$ cat config.mk
export PLATFORM = sky130hd
export DESIGN_NAME = apb_requester_unit
export DESIGN_NICKNAME = d
export VERILOG_FILES = /design/src/logic/apb_requester_pkg.sv /design/src/logic/apb_requester_unit.sv /design/src/logic/apb_select_decode.sv
export VERILOG_INCLUDE_DIRS = /design/src /design/src/logic
export SDC_FILE = /design/constraint.sdc
export NUM_CORES = 1
export LEC_CHECK = 0
export BUFFER_PORTS_ARGS = -buffer_cell sky130_fd_sc_hd__buf_2
export CAP_MARGIN = 20
export CORE_MARGIN = 10
export CORE_UTILIZATION = 40
export DETAILED_ROUTE_END_ITERATION = 6
export GPL_TIMING_DRIVEN = 0
export PLACE_DENSITY = 0.7
export SYNTH_ARGS = -nofsm -noshare
export SYNTH_HDL_FRONTEND = slang
export SYNTH_SLANG_ARGS = --single-unit
$ cat constraint.sdc
create_clock -name clk -period 6.4 [get_ports clk]
set_input_delay 0.64 -clock clk [delete_from_list [all_inputs] [get_ports clk]]
set_output_delay 0.64 -clock clk [all_outputs]
set_load 0.02 [all_outputs]
$ cat src/logic/apb_requester_consts.svh
`ifndef APB_REQUESTER_CONSTS_SVH
`define APB_REQUESTER_CONSTS_SVH
// Protocol version codes chosen at build time
`define APB_VER_2 2
`define APB_VER_3 3
`define APB_VER_4 4
// Largest number of completers served
`define APB_MAX_COMPLETERS 16
// Bits per byte strobe lane
`define APB_LANE_BITS 8
// Direction encodings on the write output
`define APB_DIR_READ 1'h0
`define APB_DIR_WRITE 1'h1
// Reset values
`define APB_STRB_NONE 4'h0
`define APB_PROT_RESET 3'h0
`endif

$ cat src/logic/apb_requester_pkg.sv
package apb_requester_pkg;
   // Request from the network side
   typedef struct packed {
      logic [3:0] target;
      logic write;
      logic [31:0] addr;
      logic [31:0] wdata;
      logic [3:0] strb;
      logic [2:0] prot;
   } apb_request_s;
   // Answer back to the network side
   typedef struct packed {
      logic [31:0] rdata;
      logic failed;
   } apb_answer_s;
   // Transfer phases
   typedef enum logic [1:0] {
      IDLE = 2'b00,
      SETUP = 2'b01,
      ACCESS = 2'b10
   } apb_phase_e;
endpackage

$ cat src/logic/apb_requester_unit.sv
// Function
// [RULE1] Build-time choice of APB2, APB3 or APB4
// [RULE2] Up to sixteen selects, one asserted
// [RULE3] Enable low in setup, high afterwards
// [RULE4] Direction zero reads, one writes
// [RULE5] APB4 strobe per byte of write data
// [RULE6] Strobes all zero on reads
// [RULE7] Ready low stretches access phase
// [RULE8] Error in completing cycle fails transfer
// [RULE9] Integrator ties error low if absent
// [RULE10] Protection and strobes only in APB4
// [RULE11] Ready and error only APB3/APB4
// [RULE12] Outputs stable; read data captured at completion
`include "apb_requester_consts.svh"
module apb_requester_unit #(
   parameter int VERSION = `APB_VER_4,
   parameter int COMPLETERS = `APB_MAX_COMPLETERS
) (
   input wire logic clk,
   input wire logic reset,
   // Request side: valid/ready handshake
   input wire logic reqValid,
   output logic reqReady,
   input wire apb_requester_pkg::apb_request_s req,
   // Answer side: one-cycle pulse with data
   output logic ansValid,
   output apb_requester_pkg::apb_answer_s ans,
   // APB requester pins
   output logic [COMPLETERS-1:0] psel,
   output logic penable,
   output logic pwrite,
   output logic [31:0] paddr,
   output logic [31:0] pwdata,
   output logic [3:0] pstrb,
   output logic [2:0] pprot,
   input wire logic [31:0] prdata,
   input wire logic pready,
   input wire logic pslverr
);
   import apb_requester_pkg::*;

   // Refuse builds the logic cannot serve; caught at elaboration, before any cycle runs
   if (VERSION < `APB_VER_2 || VERSION > `APB_VER_4) begin : g_bad_version // [RULE1]
      $error("VERSION must be 2, 3 or 4");
   end
   if (COMPLETERS < 1 || COMPLETERS > `APB_MAX_COMPLETERS) begin : g_bad_count // [RULE2]
      $error("COMPLETERS must be 1 to 16");
   end
   // One strobe per byte lane; a wider data bus would leave lanes without a strobe
   if ($bits(pwdata) != $bits(pstrb) * `APB_LANE_BITS) begin : g_bad_lanes // [RULE5]
      $error("strobe count must match write data lanes");
   end

   localparam bit HAS_WAIT = (VERSION >= `APB_VER_3); // Ready/error present
   localparam bit HAS_V4 = (VERSION == `APB_VER_4); // Strobes/protection present

   apb_phase_e phase; // Current phase
   apb_request_s held; // Request held for the whole transfer
   logic readyIn; // Effective ready after build choice
   logic errIn; // Effective error after build choice
   logic completing; // Access phase ends this cycle

   // APB2 has no ready/error pins: inputs are ignored, completion is fixed
   assign readyIn = HAS_WAIT ? pready : 1'b1; // [RULE11] [RULE7]
   assign errIn = HAS_WAIT ? pslverr : 1'b0; // [RULE11] [RULE9]
   assign completing = (phase == ACCESS) && readyIn; // [RULE7]
   assign reqReady = (phase == IDLE);

   // Phase sequencing; back-to-back costs one idle cycle, kept for simplicity
   always_ff @(posedge clk or posedge reset) begin
      if (reset) begin
         phase <= IDLE;
      end else begin
         unique case (phase)
            IDLE: begin
               if (reqValid) begin
                  phase <= SETUP;
               end
            end
            SETUP: begin
               phase <= ACCESS;
            end
            ACCESS: begin
               if (readyIn) begin // [RULE7]
                  phase <= IDLE;
               end
            end
            default: begin
               phase <= IDLE;
            end
         endcase
      end
   end

   // Capture request once; held unchanged until completion
   always_ff @(posedge clk or posedge reset) begin
      if (reset) begin
         held <= '0;
      end else if (phase == IDLE && reqValid) begin
         held <= req; // [RULE12]
      end
   end

   // Answer: read data sampled only in the completing cycle
   always_ff @(posedge clk or posedge reset) begin
      if (reset) begin
         ansValid <= 1'b0;
         ans <= '0;
      end else begin
         ansValid <= completing;
         if (completing) begin
            ans.failed <= errIn; // [RULE8]
            if (held.write == `APB_DIR_READ) begin
               ans.rdata <= prdata; // [RULE12]
            end else begin
               ans.rdata <= '0;
            end
         end
      end
   end

   // Pin drive from held state; outputs are registered values
   assign penable = (phase == ACCESS); // [RULE3]
   assign pwrite = held.write; // [RULE4]
   assign paddr = held.addr;
   assign pwdata = held.wdata;
   // Strobes forced to zero on reads; absent (zero) outside APB4
   assign pstrb = (HAS_V4 && held.write == `APB_DIR_WRITE) ? held.strb : `APB_STRB_NONE; // [RULE5] [RULE6] [RULE10]
   assign pprot = HAS_V4 ? held.prot : `APB_PROT_RESET; // [RULE10] [RULE1]

   apb_select_decode #(
      .COMPLETERS(COMPLETERS)
   ) u_sel (
      .target(held.target),
      .active(phase != IDLE),
      .sel(psel)
   );

   // Enable low in setup, high next cycle
   property p_enable_seq;
      @(posedge clk) disable iff (reset) (phase == SETUP) |-> !penable ##1 penable;
   endproperty
   a_enable_seq: assert property (p_enable_seq) else $error("enable sequence wrong"); // [RULE3]

   // At most one select line
   property p_sel_onehot;
      @(posedge clk) disable iff (reset) $onehot0(psel);
   endproperty
   a_sel_onehot: assert property (p_sel_onehot) else $error("more than one select"); // [RULE2]

   // Strobes zero on reads while selected
   property p_strb_read;
      @(posedge clk) disable iff (reset) (|psel && !pwrite) |-> (pstrb == '0);
   endproperty
   a_strb_read: assert property (p_strb_read) else $error("strobes active on read"); // [RULE6]

   // Wait state keeps access phase open
   property p_wait;
      @(posedge clk) disable iff (reset) (penable && !readyIn) |=> (penable && $stable(psel));
   endproperty
   a_wait: assert property (p_wait) else $error("transfer ended while not ready"); // [RULE7]

   // Answer one cycle after completion, carrying error
   property p_error;
      @(posedge clk) disable iff (reset) completing |=> (ansValid && ans.failed == $past(errIn));
   endproperty
   a_error: assert property (p_error) else $error("error not reported"); // [RULE8]

   // Outputs stable from setup to access
   property p_stable;
      @(posedge clk) disable iff (reset) (phase == SETUP) |=> $stable(paddr) && $stable(pwrite) && $stable(pwdata);
   endproperty
   a_stable: assert property (p_stable) else $error("outputs changed mid transfer"); // [RULE12]

   // Direction matches the captured request
   property p_dir;
      @(posedge clk) disable iff (reset) (reqReady && reqValid) |=> (pwrite == $past(req.write));
   endproperty
   a_dir: assert property (p_dir) else $error("direction mismatch"); // [RULE4]

   // APB2 completes in second cycle
   property p_v2;
      @(posedge clk) disable iff (reset) (!HAS_WAIT && phase == SETUP) |=> completing;
   endproperty
   a_v2: assert property (p_v2) else $error("APB2 transfer not two cycles"); // [RULE11]

   // Protection zero outside APB4
   property p_v4only;
      @(posedge clk) disable iff (reset) !HAS_V4 |-> (pprot == '0 && pstrb == '0);
   endproperty
   a_v4only: assert property (p_v4only) else $error("APB4 outputs active"); // [RULE10]

   // Select, direction, address, write data and strobes frozen while the completer stalls
   property p_hold;
      @(posedge clk) disable iff (reset) (phase == ACCESS && !readyIn) |=> $stable(psel) && $stable(pwrite)
         && $stable(paddr) && $stable(pwdata) && $stable(pstrb);
   endproperty
   a_hold: assert property (p_hold) else $error("pins moved during wait state"); // [RULE12]

   // Read data is the word seen at the completing edge
   property p_rdata_capture;
      @(posedge clk) disable iff (reset) (ansValid && !$past(pwrite)) |-> (ans.rdata == $past(prdata));
   endproperty
   a_rdata_capture: assert property (p_rdata_capture) else $error("read data not from completing cycle"); // [RULE12]

   // Exactly one select while enable is high, for a target that exists
   property p_enable_sel;
      @(posedge clk) disable iff (reset) (penable && (held.target < COMPLETERS)) |-> $onehot(psel);
   endproperty
   a_enable_sel: assert property (p_enable_sel) else $error("no single select in access"); // [RULE2]

   // Nothing selected or enabled between transfers
   property p_idle_quiet;
      @(posedge clk) disable iff (reset) (phase == IDLE) |-> (psel == '0 && !penable);
   endproperty
   a_idle_quiet: assert property (p_idle_quiet) else $error("pins active while idle"); // [RULE3]

   // One answer per transfer; the idle cycle keeps answers apart
   property p_ans_pulse;
      @(posedge clk) disable iff (reset) ansValid |=> !ansValid;
   endproperty
   a_ans_pulse: assert property (p_ans_pulse) else $error("answer longer than one cycle"); // [RULE12]

   // An APB2 build cannot report a failed transfer
   property p_v2_ok;
      @(posedge clk) disable iff (reset) (!HAS_WAIT && ansValid) |-> !ans.failed;
   endproperty
   a_v2_ok: assert property (p_v2_ok) else $error("APB2 build reported an error"); // [RULE11]
endmodule

$ cat src/logic/apb_select_decode.sv
`include "apb_requester_consts.svh"
// One-hot select lines: only the targeted completer sees select
module apb_select_decode #(
   parameter int COMPLETERS = `APB_MAX_COMPLETERS
) (
   input wire logic [3:0] target,
   input wire logic active,
   output logic [COMPLETERS-1:0] sel
);
   genvar i;
   // One comparator per completer line
   generate
      for (i = 0; i < COMPLETERS; i++) begin : g_sel
         assign sel[i] = active && (target == 4'(i)); // [RULE2]
      end
   endgenerate
endmodule
==> results.tsv, run 1 <==
stage	metric	value	unit
status	outcome	complete, no violations	
synth	Synth cell types	21	
route	drt pass-1 iters	4	
worst_setup_path	critical path launch point type	flop	
power	Peak VDD IR	267.1	µV
worst_setup_path	crit path kind	flop to output pin	
worst_hold_path	Hold Crit Class	primary input to async pin	
timing	setup total negative slack	0	ps
die	Die Wd	133.5	µm
route	initial DRC count	82	
clock_tree	Post-CTS Hold Fix Bufs	0	
worst_setup_path	crit-path max FO	10	
route	Total Wirelength	13270	µm
finish	share of cells above drive strength 1	66.24	%
finish	most frequent cells in the layout	buf_2 (241), dfrtp_1 (112), buf_4 (68)	
worst_setup_path	slowest stage delay, CP	450	ps
worst_setup_path	R2R Setup Slk	4650	ps
grt	initial antenna violation count	0	
finish	fill count	1114	
timing	relative slew slack	53.13	%
clock_tree	H-Tree Depth	3	
clock_tree	clk buf depth	2	
worst_setup_path	highest-delay cell along the critical path	dfrtp_1	
timing	min setup slack post-route	4065	ps
worst_setup_path	RR Endpoint	pwdata[6]	
synth	Seq/Total Area, Yosys	54.36	%
worst_setup_path	type of destination of the critical path	output pin	
timing	worst slew pin tran	703.1	ps
clock_tree	Num CTS Buffers	9	
clock_tree	cts repair resizes	0	
die	I/O pins	237	
worst_setup_path	Reg2Reg Depth	4	
die	Rows	41	
finish	area delta synth->final	33.46	%
timing	Fin. Hold Viols	0	
route	Antenna Nets Post-Route	0	
timing	f_max	428.3	MHz
placement	dpl hpwl	10760	µm
finish	Post-layout nets	731	
route	Residual DRC	0	
finish	multi-input logic area	0.001732	mm²
die	Die ar.	0.01783	mm²
placement	port bufs	236	
synth	Syn Nets	483	
timing	Final Cycle Share	36.48	%
synth	Synth area leader	dfrtp_1	
clock_tree	post-CTS setup buffers	0	
power	LEAKAGE	3.527	nW
timing	Slew Viols, Final	0	
clock_tree	Clk Latency, worst-skew pair	350	ps
synth	Yosys warning count	0	
finish	Final Cell Area	0.006882	mm²
placement	Placed Area	0.006583	mm²
die	core box area	0.01262	mm²
clock_tree	CTS clk-pin slew, worst paths	70	ps
route	routed vias/inst	4.463	
placement	Placement Setup Slack	4409	ps
worst_setup_path	CP delay by family, top	buffers and inverters	
finish	Storage cell area	0.002803	mm²
finish	commonest non-fill, non-tap cell in the layout	buf_2	
timing	Final setup violation count	0	
die	Initial Util	40.86	%
worst_setup_path	WP buf/inv	2	
synth	Synth Register Bits	112	
placement	GP Congestion	0.8136	
flow_run	max_cap viols	0	
grt	vias in the first global route	4178	
timing	Clock Skew	9.650	ps
clock_tree	TritonCTS sink count	112	
clock_tree	CTS tree	yes	
route	Routed WL per cell	16.71	µm
worst_setup_path	WP data required	5760	ps
grt	pin count of the biggest net entering global routing	58	
worst_setup_path	r2r startpoint	phase[0]	
grt	global route overflow	0	
power	cell area power density	532.9	mW/mm²
power	Final Total Pwr	3.667	mW
grt	global-route wire length before repair	21620	µm
synth	synth top area cells	dfrtp_1 (54%), mux2_2 (11%), buf_4 (9.9%), mux2_4 (8.4%), mux2_1 (6.3%)	
synth	Synth Area per Inst	13.94	µm²
synth	Mapped Cells	370	
finish	ANT cells	0	
worst_setup_path	Arr. time, crit path	1690	ps
clock_tree	Root Driver	clkbuf_16	
die	DIE HEIGHT	133.5	µm
worst_setup_path	worst path cell trace	nor2_1, clkbuf_1, nor3_1, buf_2	
timing	Tmin final	2335	ps
grt	Tot GR Track Use	15.05	%
timing	RSZ-0062 raised after global routing	false	
route	Vias	3544	
synth	Synth Cell Area	0.005156	mm²
synth	top-area cell type share of the netlist area	54.36	%
-- per-stage QoR --
step,utilization (%),cells,hold slack (ps)
after global routing,54.53,794,454.2
after detailed placement,52.16,779,475.8
after global placement,51.92,778,459.0
final,54.53,794,399.3
after floorplan,-,370,448.9
after CTS,54.53,794,427.3
-- power breakdown --
part           switching [mW]  total (mW)  internal (mW)
combinational           0.941        1.86          0.915
clock                   0.243       0.567          0.324
sequential              0.201        1.24           1.04
-- synth_stat cells --
master      n
and2_1      4
nor3b_2     1
and3b_1     1
or2_2       1
mux2_1     29
clkbuf_1    4
dfrtp_1   112
inv_1       1
buf_4      68
nand2_1     1
mux2_4     29
buf_2       5
nor2_1      5
buf_6       6
o211ai_1    1
mux2i_1     1
nor2b_1    33
mux2_2     51
nor3_1      8
nor4_1      4
nand2b_1    5
-- final cells by class --
type	count	area share, %
Clock buffer	13	3.782
Multi-Input combinational cell	174	25.16
Clock inverter	2	0.5636
Tap cell	172	3.127
Timing Repair Buffer	237	17.56
Sequential cell	112	40.73
Inverter	1	0.09091
Buffer	83	8.982
-- worst max path at each step --
| stage | from | end | slack [ps] | cells after the start |
|---|---|---|---|---|
| 6_report | phase[0] | psel[9] | 4070 | 4 |
| 5_1_grt | phase[0] | psel[9] | 3930 | 4 |
| 4_1_cts | phase[0] | psel[9] | 4030 | 4 |
| 3_5_place_dp | reqValid | pwdata[6] | 4410 | 5 |
| 3_3_place_gp | reset | paddr[23] | 1600 | 2 |
| 2_1_floorplan | reset | ansValid | 2800 | 1 |
-- logic make-up (layout without fill, tap and decap cells) --
logic type,count (synthesis),after routing,synth area share (%)
flip-flops,112,112,54.36
multiplexers,110,110,26.11
AO/OA/AOI/OAI,1,1,0.1457
buffers and inverters,84,336,12.06
AND/OR/NAND/NOR,63,63,7.328
-- sequential cells by signal (all words and copies together), names as in the netlist --
signal / flops
paddr: 32
phase: 2
ansValid: 1
pwrite: 1
pwdata: 32
held: 8
pprot: 3
ans: 33
-- routing by layer --
layer	up-vias	share of wire (%)	GRT usage, %
met1	1702	38	15.41
met4	0	3.1	7.255
li1	1676	-	-
met5	-	0	0
met3	29	8.1	5.977
met2	137	51	26.24
-- worst reg2reg max path, cell delays in order, from the launching register on --
cell     delay, ps
dfrtp_1        450
nor3b_2        360
buf_4          290
buf_6          190
mux2_1         340
Note: power is estimated with default switching activity, not from simulation.
==> run 2: changes to the inputs <==
--- a/config.mk
+++ b/config.mk
@@ -6,13 +6,14 @@
 export SDC_FILE = /design/constraint.sdc
 export NUM_CORES = 1
 export LEC_CHECK = 0
+export ABC_AREA = 1
 export BUFFER_PORTS_ARGS = -buffer_cell sky130_fd_sc_hd__buf_2
 export CAP_MARGIN = 20
 export CORE_MARGIN = 10
 export CORE_UTILIZATION = 40
 export DETAILED_ROUTE_END_ITERATION = 6
 export GPL_TIMING_DRIVEN = 0
-export PLACE_DENSITY = 0.7
+export PLACE_DENSITY = 0.72
 export SYNTH_ARGS = -nofsm -noshare
 export SYNTH_HDL_FRONTEND = slang
 export SYNTH_SLANG_ARGS = --single-unit
==> constraint.sdc (replaced) <==
create_clock -name clk -period 1.9 [get_ports clk]
set_input_delay 0.19 -clock clk [delete_from_list [all_inputs] [get_ports clk]]
set_output_delay 0.19 -clock clk [all_outputs]
set_load 0.02 [all_outputs]
==> run 2 against run 1 <==
Die area is 2.3% higher. Sequential power grew to 3.3 times the previous value. Clock power grew to 3.9 times the previous value. Sequential cell count stayed put. Critical path depth stayed put. Highest routed layer is now met5. Core utilization is 0.90 points higher. Largest power group unchanged. Cell count is 36% higher. Global-route usage is 2.0 points higher.
==> results.tsv, run 2 <==
stage	metric	value	unit	change
synth	Synth Cell Area	0.005294	mm²	was 0.005156 mm²
die	Rows	41		unchanged
timing	Slew Viols, Final	0		unchanged
route	Residual DRC	0		unchanged
clock_tree	Num CTS Buffers	9		unchanged
power	Internal Pwr Total	7.180	mW	was 2.283 mW
worst_hold_path	Hold Crit Class	primary input to async pin		unchanged
worst_setup_path	critical path launch point type	flop		unchanged
route	Routed WL per cell	14.89	µm	was 16.71 µm
grt	Tot GR Track Use	17.09	%	was 15.05%
synth	mux share of post-synthesis cell area	0	%	was 26.11%
flow_run	max_cap viols	0		unchanged
worst_setup_path	WP data required	1710	ps	was 5760 ps
grt	global-route wire length before repair	25160	µm	was 21620 µm
route	initial DRC count	231		was 82
timing	min setup slack post-route	84.99	ps	was 4065 ps
synth	Synth top cells by count	nand2_1 (227), nand3_1 (114), dfrtp_1 (112), buf_4 (70), nor2_1 (51)		was dfrtp_1 (112), buf_4 (68), mux2_2 (51), nor2b_1 (33)
synth	Syn Nets	771		was 483
synth	Seq/Total Area, Yosys	52.94	%	was 54.36%
timing	Tmin final	1815	ps	
clock_tree	clk buf depth	2		unchanged
timing	RSZ-0062 raised after global routing	true		was false
placement	Placement Setup Slack	290.3	ps	was 4409 ps
synth	Yosys warning count	0		unchanged
grt	initial antenna violation count	2		was 0
timing	Fin. Hold Viols	0		unchanged
synth	Synth Area per Inst	8.045	µm²	was 13.94 µm²
worst_setup_path	type of destination of the critical path	output pin		unchanged
finish	ANT cells	0		unchanged
clock_tree	TritonCTS sink count	112		unchanged
timing	worst slew pin tran	885.7	ps	was 703.1 ps
power	Peak VDD IR	794.8	µV	was 267.1 µV
finish	fill count	1232		was 1114
die	DIE HEIGHT	135.0	µm	was 133.5 µm
synth	Synth area leader	dfrtp_1		unchanged
timing	Final Cycle Share	95.53	%	
finish	fin cells	1080		was 794
placement	port bufs	234		was 236
power	Reg power frac	32.6	%	was 33.9%
worst_setup_path	r2r startpoint	phase[0]		unchanged
placement	GP Congestion	0.8553		was 0.8136
worst_setup_path	crit-path max FO	10		unchanged
finish	commonest non-fill, non-tap cell in the layout	buf_2		unchanged
synth	main combinational cell family by area after synthesis	simple AND/OR/NAND/NOR gates		was multiplexers
clock_tree	Root Driver	clkbuf_16		unchanged
status	outcome	complete, no violations		unchanged
synth	Synth Area in Adders	0	%	unchanged
worst_setup_path	R2R Setup Slk	250	ps	was 4650 ps
clock_tree	CTS tree	yes		unchanged
die	Die ar.	0.01824	mm²	was 0.01783 mm²
grt	vias in the first global route	4803		was 4178
route	Antenna Nets Post-Route	0		unchanged
synth	Synth cell types	12		was 21
die	I/O pins	237		unchanged
finish	Top reg by flops	ans		unchanged
power	switching part of the total	42.47	%	was 37.75%
timing	Final setup violation count	0		unchanged
synth	top-area cell type share of the netlist area	52.94	%	was 54.36%
synth	Synth Register Bits	112		unchanged
finish	Storage cell area	0.002803	mm²	unchanged
worst_setup_path	crit path kind	flop to output pin		unchanged
route	Total Wirelength	16080	µm	was 13270 µm
power	clock group share of total power	17.7	%	was 15.5%
timing	relative slew slack	40.83	%	was 53.13%
die	Die Wd	135.0	µm	was 133.5 µm
die	core box area	0.01277	mm²	was 0.01262 mm²
synth	Mapped Cells	658		was 370
placement	dpl hpwl	12570	µm	was 10760 µm
synth	Post-Synth Simple-Gate Area	30.94	%	was 7.328%
synth	Post-synth EDFFs	0		unchanged
timing	Clock Skew	7.896	ps	was 9.650 ps
synth	top-count cell post-synth	nand2_1		was dfrtp_1
clock_tree	Clk Latency, worst-skew pair	350	ps	about the same
synth	XOR/XNOR Fraction of Synth Area	0	%	unchanged
grt	global route overflow	0		unchanged
route	routed vias/inst	4.517		was 4.463
finish	area delta synth->final	33.75	%	was 33.46%
finish	most frequent cells in the layout	buf_2 (253), nand2_1 (227), nand3_1 (112), dfrtp_1 (112), buf_4 (70)		was buf_2 (241), dfrtp_1 (112), buf_4 (68)
synth	Synth Area in Compound Gates	0	%	was 0.1456%
finish	share of cells above drive strength 1	38.22	%	was 66.24%
power	combinational fraction of design power	49.7	%	was 50.6%
power	LEAKAGE	4.338	nW	was 3.527 nW
power	Sw Pwr	5.300	mW	was 1.384 mW
clock_tree	CTS clk-pin slew, worst paths	70	ps	about the same
synth	synth top area cells	dfrtp_1 (53%), nand2_1 (16%), nand3_1 (11%), buf_4 (9.9%), nor2_1 (3.6%)		was dfrtp_1 (54%), mux2_2 (11%), buf_4 (9.9%), mux2_4 (8.4%), mux2_1 (6.3%)
grt	pin count of the biggest net entering global routing	41		was 58
worst_setup_path	RR Endpoint	held[3]		was pwdata[6]
synth	Post-synth ARST share	100.0	%	unchanged
worst_setup_path	Reg2Reg Depth	6		was 4
finish	Post-layout nets	1016		was 731
finish	multi-input logic area	0.001648	mm²	was 0.001732 mm²
placement	placed cells	1066		was 779
power	cell area power density	1763	mW/mm²	was 532.9 mW/mm²
synth	dominant synthesized flop cell	dfrtp_1		unchanged
timing	worst hold slack	19.15	ps	was 399.3 ps
clock_tree	H-Tree Depth	3		unchanged
timing	f_max	551.0	MHz	
die	Initial Util	41.44	%	was 40.86%
route	drt pass-1 iters	4		unchanged
finish	Largest register FFs	33		unchanged
worst_setup_path	Arr. time, crit path	1630	ps	was 1690 ps
route	Vias	4878		was 3544
run 2: changes by cell type in the layout (fill, tap and decap cells not counted), moves of 33 or more:
| cell | previous run | this run |
|---|---|---|
| nor2b_1 | 33 | 0 |
| nand3_1 | 0 | 112 |
| nor2_1 | 5 | 51 |
| inv_1 | 0 | 44 |
| nand2_1 | 1 | 227 |
| mux2_2 | 51 | 0 |
run 2: worst max-delay path, cell delays in order, from the launching register on:
cell and delay (ps):
dfrtp_1 430, inv_1 110, nor2_2 240, buf_2 280
buf_2 220
run 2: logic make-up (layout without fill, tap and decap cells):
| group | after synthesis | after routing |
|---|---|---|
| buf+inv | 151 | 401 |
| simple gates | 395 | 395 |
| flops | 112 | 112 |
run 2: how the worst max path moves through the flow:
stage                         from         to  slack (ps)  depth (start not counted)
after floorplan              reset   ansValid         350                          1
after global placement       reset  pwdata[7]        -470                          2
after detailed placement    pwrite   pstrb[0]         290                          5
after CTS                 phase[1]   psel[11]          10                          5
after global routing      phase[0]   psel[12]          -3                          5
final                     phase[1]    penable          80                          4
run 2: stage by stage:
step	power, mW	util, %	TNS (ps)	instance area [µm²]
global route	13.40	55.43	-2.615	7081
detailed placement	10.38	52.64	0	6724
finish	12.48	55.43	0	7081
CTS	12.62	55.38	0	7074
global placement	10.27	52.33	-51770	6684
floorplan	8.333	-	0	5298
run 2: what timing repair did:
| action | in CTS | in global routing |
|---|---|---|
| gates resized for setup | 0 | 2 |
| setup endpoints to repair | 4 | 5 |
| buffers inserted | 0 | 0 |
| hold buffers | 0 | 0 |
run 2: power by group through the flow:
stage | Clock (mW) | Sequential (mW) | Combinational (mW)
floorplan | 0 | 4.34 | 3.99
global placement | 0 | 4.05 | 6.22
detailed placement | 0 | 4.09 | 6.29
CTS | 2.26 | 4.06 | 6.30
global route | 2.34 | 4.21 | 6.84
finish | 2.21 | 4.07 | 6.21
run 2: layer usage:
metal,global-route usage [%],share of wire [%],routed length [µm]
met1,20.78,42,6723
met2,27.48,46,7448
met3,6.714,11,1696
met4,4.785,1.2,193
met5,0,0.12,19
run 2: area by class of cell:
class	count	share of cell area (%)
plain buffers	104	9.560
clock buffers	10	3.375
clock inverters	6	1.626
inverters	45	2.439
multi-input cells	395	23.27
flip-flops and latches	112	39.58
well taps	172	3.039
repair buffers	236	17.11
==> run 3: changes to the inputs <==
--- a/config.mk
+++ b/config.mk
@@ -16,4 +16,5 @@
 export PLACE_DENSITY = 0.72
 export SYNTH_ARGS = -nofsm -noshare
 export SYNTH_HDL_FRONTEND = slang
+export SYNTH_HIERARCHICAL = 1
 export SYNTH_SLANG_ARGS = --single-unit
==> run 3 against run 2 <==
Synthesized cell count grew 0.61%. Critical endpoint is now psel[10]. Sequential cell count is the same. Largest cell class unchanged. Clock skew shrank 2.5 ps.
==> results.tsv, run 3 <==
stage	metric	value	unit	change
worst_hold_path	Hold Crit Class	primary input to flop		was primary input to async pin
finish	share of cells above drive strength 1	37.49	%	was 38.22%
timing	f_max	563.8	MHz	was 551.0 MHz
worst_setup_path	Crit. Startpoint	phase[0]		was phase[1]
die	Die Wd	135.2	µm	was 135.0 µm
grt	vias in the first global route	4893		was 4803
clock_tree	cts repair resizes	0		unchanged
synth	Post-synth EDFFs	0		unchanged
route	routed vias/inst	4.474		was 4.517
worst_setup_path	r2r startpoint	phase[0]		unchanged
die	Die ar.	0.01827	mm²	was 0.01824 mm²
placement	placed cells	1075		was 1066
timing	Tmin final	1774	ps	was 1815 ps
worst_setup_path	crit-path max FO	5		was 10
timing	RSZ-0062 raised after global routing	false		was true
synth	top-count cell post-synth	nand2_1		unchanged
grt	global route overflow	0		unchanged
clock_tree	Clk Latency, worst-skew pair	350	ps	about the same
timing	min setup slack post-route	126.3	ps	was 84.99 ps
clock_tree	CTS clk-pin slew, worst paths	70	ps	about the same
worst_setup_path	slowest stage delay, CP	440	ps	was 430 ps
power	clock group share of total power	17.5	%	was 17.7%
timing	Final setup violation count	0		unchanged
grt	pin count of the biggest net entering global routing	38		was 41
power	Internal Pwr Total	7.184	mW	was 7.180 mW
power	cell area power density	1750	mW/mm²	was 1763 mW/mm²
placement	port bufs	234		unchanged
finish	area delta synth->final	34.24	%	was 33.75%
grt	met1 usage	20.27	%	was 20.78%
route	Routed WL per cell	15.02	µm	was 14.89 µm
route	initial DRC count	262		was 231
worst_setup_path	critical path launch point type	flop		unchanged
clock_tree	Root Driver	clkbuf_16		unchanged
grt	most crowded layer after global routing	met2		unchanged
worst_setup_path	crit path kind	flop to output pin		unchanged
finish	Largest register FFs	33		unchanged
flow_run	max_cap viols	0		unchanged
synth	Synth area leader	dfrtp_1		unchanged
clock_tree	Num CTS Buffers	9		unchanged
power	combinational fraction of design power	50.0	%	was 49.7%
synth	Synth Cell Area	0.005306	mm²	was 0.005294 mm²
timing	relative slew slack	60.89	%	was 40.83%
finish	most frequent cells in the layout	buf_2 (250), nand2_1 (229), nand3_1 (115)		was buf_2 (253), nand2_1 (227), nand3_1 (112), dfrtp_1 (112), buf_4 (70)
synth	Synth Register Bits	112		unchanged
worst_setup_path	WP data required	1710	ps	about the same
synth	Synth cell types	12		unchanged
power	Reg power frac	32.5	%	was 32.6%
worst_setup_path	worst path cell trace	nor2_4, inv_1, nand3_1, nor2_1, buf_2		was inv_1, nor2_2, buf_2, buf_2
placement	GP Congestion	0.8341		was 0.8553
grt	global-route wire length before repair	25520	µm	was 25160 µm
placement	dpl hpwl	12900	µm	was 12570 µm
worst_setup_path	R2R Setup Slk	310	ps	was 250 ps
synth	Synth top cells by count	nand2_1 (229), nand3_1 (115), dfrtp_1 (112), buf_4 (70), nor2_1 (51)		was nand2_1 (227), nand3_1 (114), dfrtp_1 (112), buf_4 (70), nor2_1 (51)
worst_setup_path	Arr. time, crit path	1580	ps	was 1630 ps
clock_tree	CTS tree	yes		unchanged
die	core box area	0.01314	mm²	was 0.01277 mm²
timing	Clock Skew	5.370	ps	was 7.896 ps
die	DIE HEIGHT	135.2	µm	was 135.0 µm
grt	GRT met3 Usage	9.199	%	was 6.714%
timing	worst slew pin tran	586.6	ps	was 885.7 ps
die	Initial Util	40.39	%	was 41.44%
synth	Yosys warning count	6		was 0
grt	initial antenna violation count	3		was 2
synth	Syn Nets	775		was 771
worst_setup_path	highest-delay cell along the critical path	dfrtp_1		unchanged
synth	Synth Area per Inst	8.016	µm²	was 8.045 µm²
synth	dominant synthesized flop cell	dfrtp_1		unchanged
synth	Seq/Total Area, Yosys	52.82	%	was 52.94%
finish	commonest non-fill, non-tap cell in the layout	buf_2		unchanged
synth	Post-synth ARST share	100.0	%	unchanged
die	Rows	42		was 41
route	Total Wirelength	16420	µm	was 16080 µm
grt	met2 usage	26.97	%	was 27.48%
die	I/O pins	237		unchanged
power	switching part of the total	42.38	%	was 42.47%
route	drt pass-1 iters	4		unchanged
route	Residual DRC	0		unchanged
timing	Fin. Hold Viols	0		unchanged
synth	synth top area cells	dfrtp_1 (53%), nand2_1 (16%), nand3_1 (11%), buf_4 (9.9%), nor2_1 (3.6%)		unchanged
grt	Tot GR Track Use	17.52	%	was 17.09%
worst_setup_path	type of destination of the critical path	output pin		unchanged
power	LEAKAGE	4.350	nW	was 4.338 nW
timing	Slew Viols, Final	0		unchanged
clock_tree	H-Tree Depth	3		unchanged
finish	Final Util	54.22	%	was 55.43%
route	Antenna Nets Post-Route	0		unchanged
worst_hold_path	hold_sp	req[20]		
status	outcome	complete, no violations		unchanged
synth	top-area cell type share of the netlist area	52.82	%	was 52.94%
clock_tree	clk buf depth	2		unchanged
finish	Top reg by flops	ans		unchanged
finish	fin cells	1093		was 1080
finish	Post-layout nets	1023		was 1016
power	Sw Pwr	5.285	mW	was 5.300 mW
synth	Mapped Cells	662		was 658
clock_tree	TritonCTS sink count	112		unchanged
timing	Final Cycle Share	93.36	%	was 95.53%
placement	Placement Setup Slack	-140.3	ps	was 290.3 ps
power	Peak VDD IR	1060	µV	was 794.8 µV
route	Vias	4890		was 4878
## run 3: changes by cell type after synthesis, sizes merged
cell	change
nand2	+2
nand3	+1
inv	+1
## run 3: metrics by stage
stage	setup TNS [ps]	hold WS [ps]	instance area, µm²	total power, mW
finish	0	59.58	7123	12.47
global placement	-56970	418.4	6701	10.29
detailed placement	-1326	261.6	6761	10.41
floorplan	0	330.8	5310	8.346
CTS	0	44.78	7118	12.63
global route	0	55.92	7121	13.38
## run 3: final timing paths
| check | end | cells past startpoint |
|---|---|---|
| hold / removal | pwdata[13] | 3 |
| setup reg to reg | pwdata[9] | 6 |
| min in group asynchronous | paddr[26] | 3 |
| setup / recovery | psel[10] | 5 |
| max in group asynchronous | ans[4] | 4 |
| hold reg to reg | paddr[24] | 2 |
## run 3: timing repair
action                                 in CTS  in global routing
endpoints found under the hold margin      17                  0
buffers inserted                            1                  0
hold buffers                                1                  0
setup endpoints to repair                  20                  0
## run 3: power by group through the flow
stage	combinational [mW]	sequential, mW	clock, mW
CTS	6.33	4.06	2.24
finish	6.23	4.06	2.18
floorplan	4.00	4.35	0
detailed placement	6.32	4.09	0
global route	6.86	4.19	2.34
global placement	6.23	4.06	0
## run 3: critical path: cells and delay by family, from the launching register on
| kind | cells | cell delay, ps |
|---|---|---|
| buf+inv | 2 | 320 |
| flops | 1 | 440 |
| simple gates | 3 | 480 |
## run 3: metal layers
metal,vias to the layer above,wire length (µm),share of wire [%]
li1,2462,-,-
met1,2203,6690,41
met2,195,7211,44
met3,26,2189,13
met4,4,306,1.9
met5,-,23,0.14
## run 3: layout make-up
class | instances | area (µm²)
clock buffers | 11 | 242.7
fillers | 1271 | 6015
multi-input cells | 398 | 1650
diodes | 2 | 5.005
repair buffers | 239 | 1249
well taps | 176 | 220.2
clock inverters | 5 | 103.9
flip-flops and latches | 112 | 2803
inverters | 46 | 176.4
plain buffers | 104 | 673.1
## run 3: logic make-up (layout without fill, tap and decap cells)
logic type / after synthesis / count (layout) / share of synthesized area, %
buffers and inverters: 152 / 405 / 16.08
flip-flops: 112 / 112 / 52.82
AND/OR/NAND/NOR: 398 / 398 / 31.10
other: 0 / 2 / 0
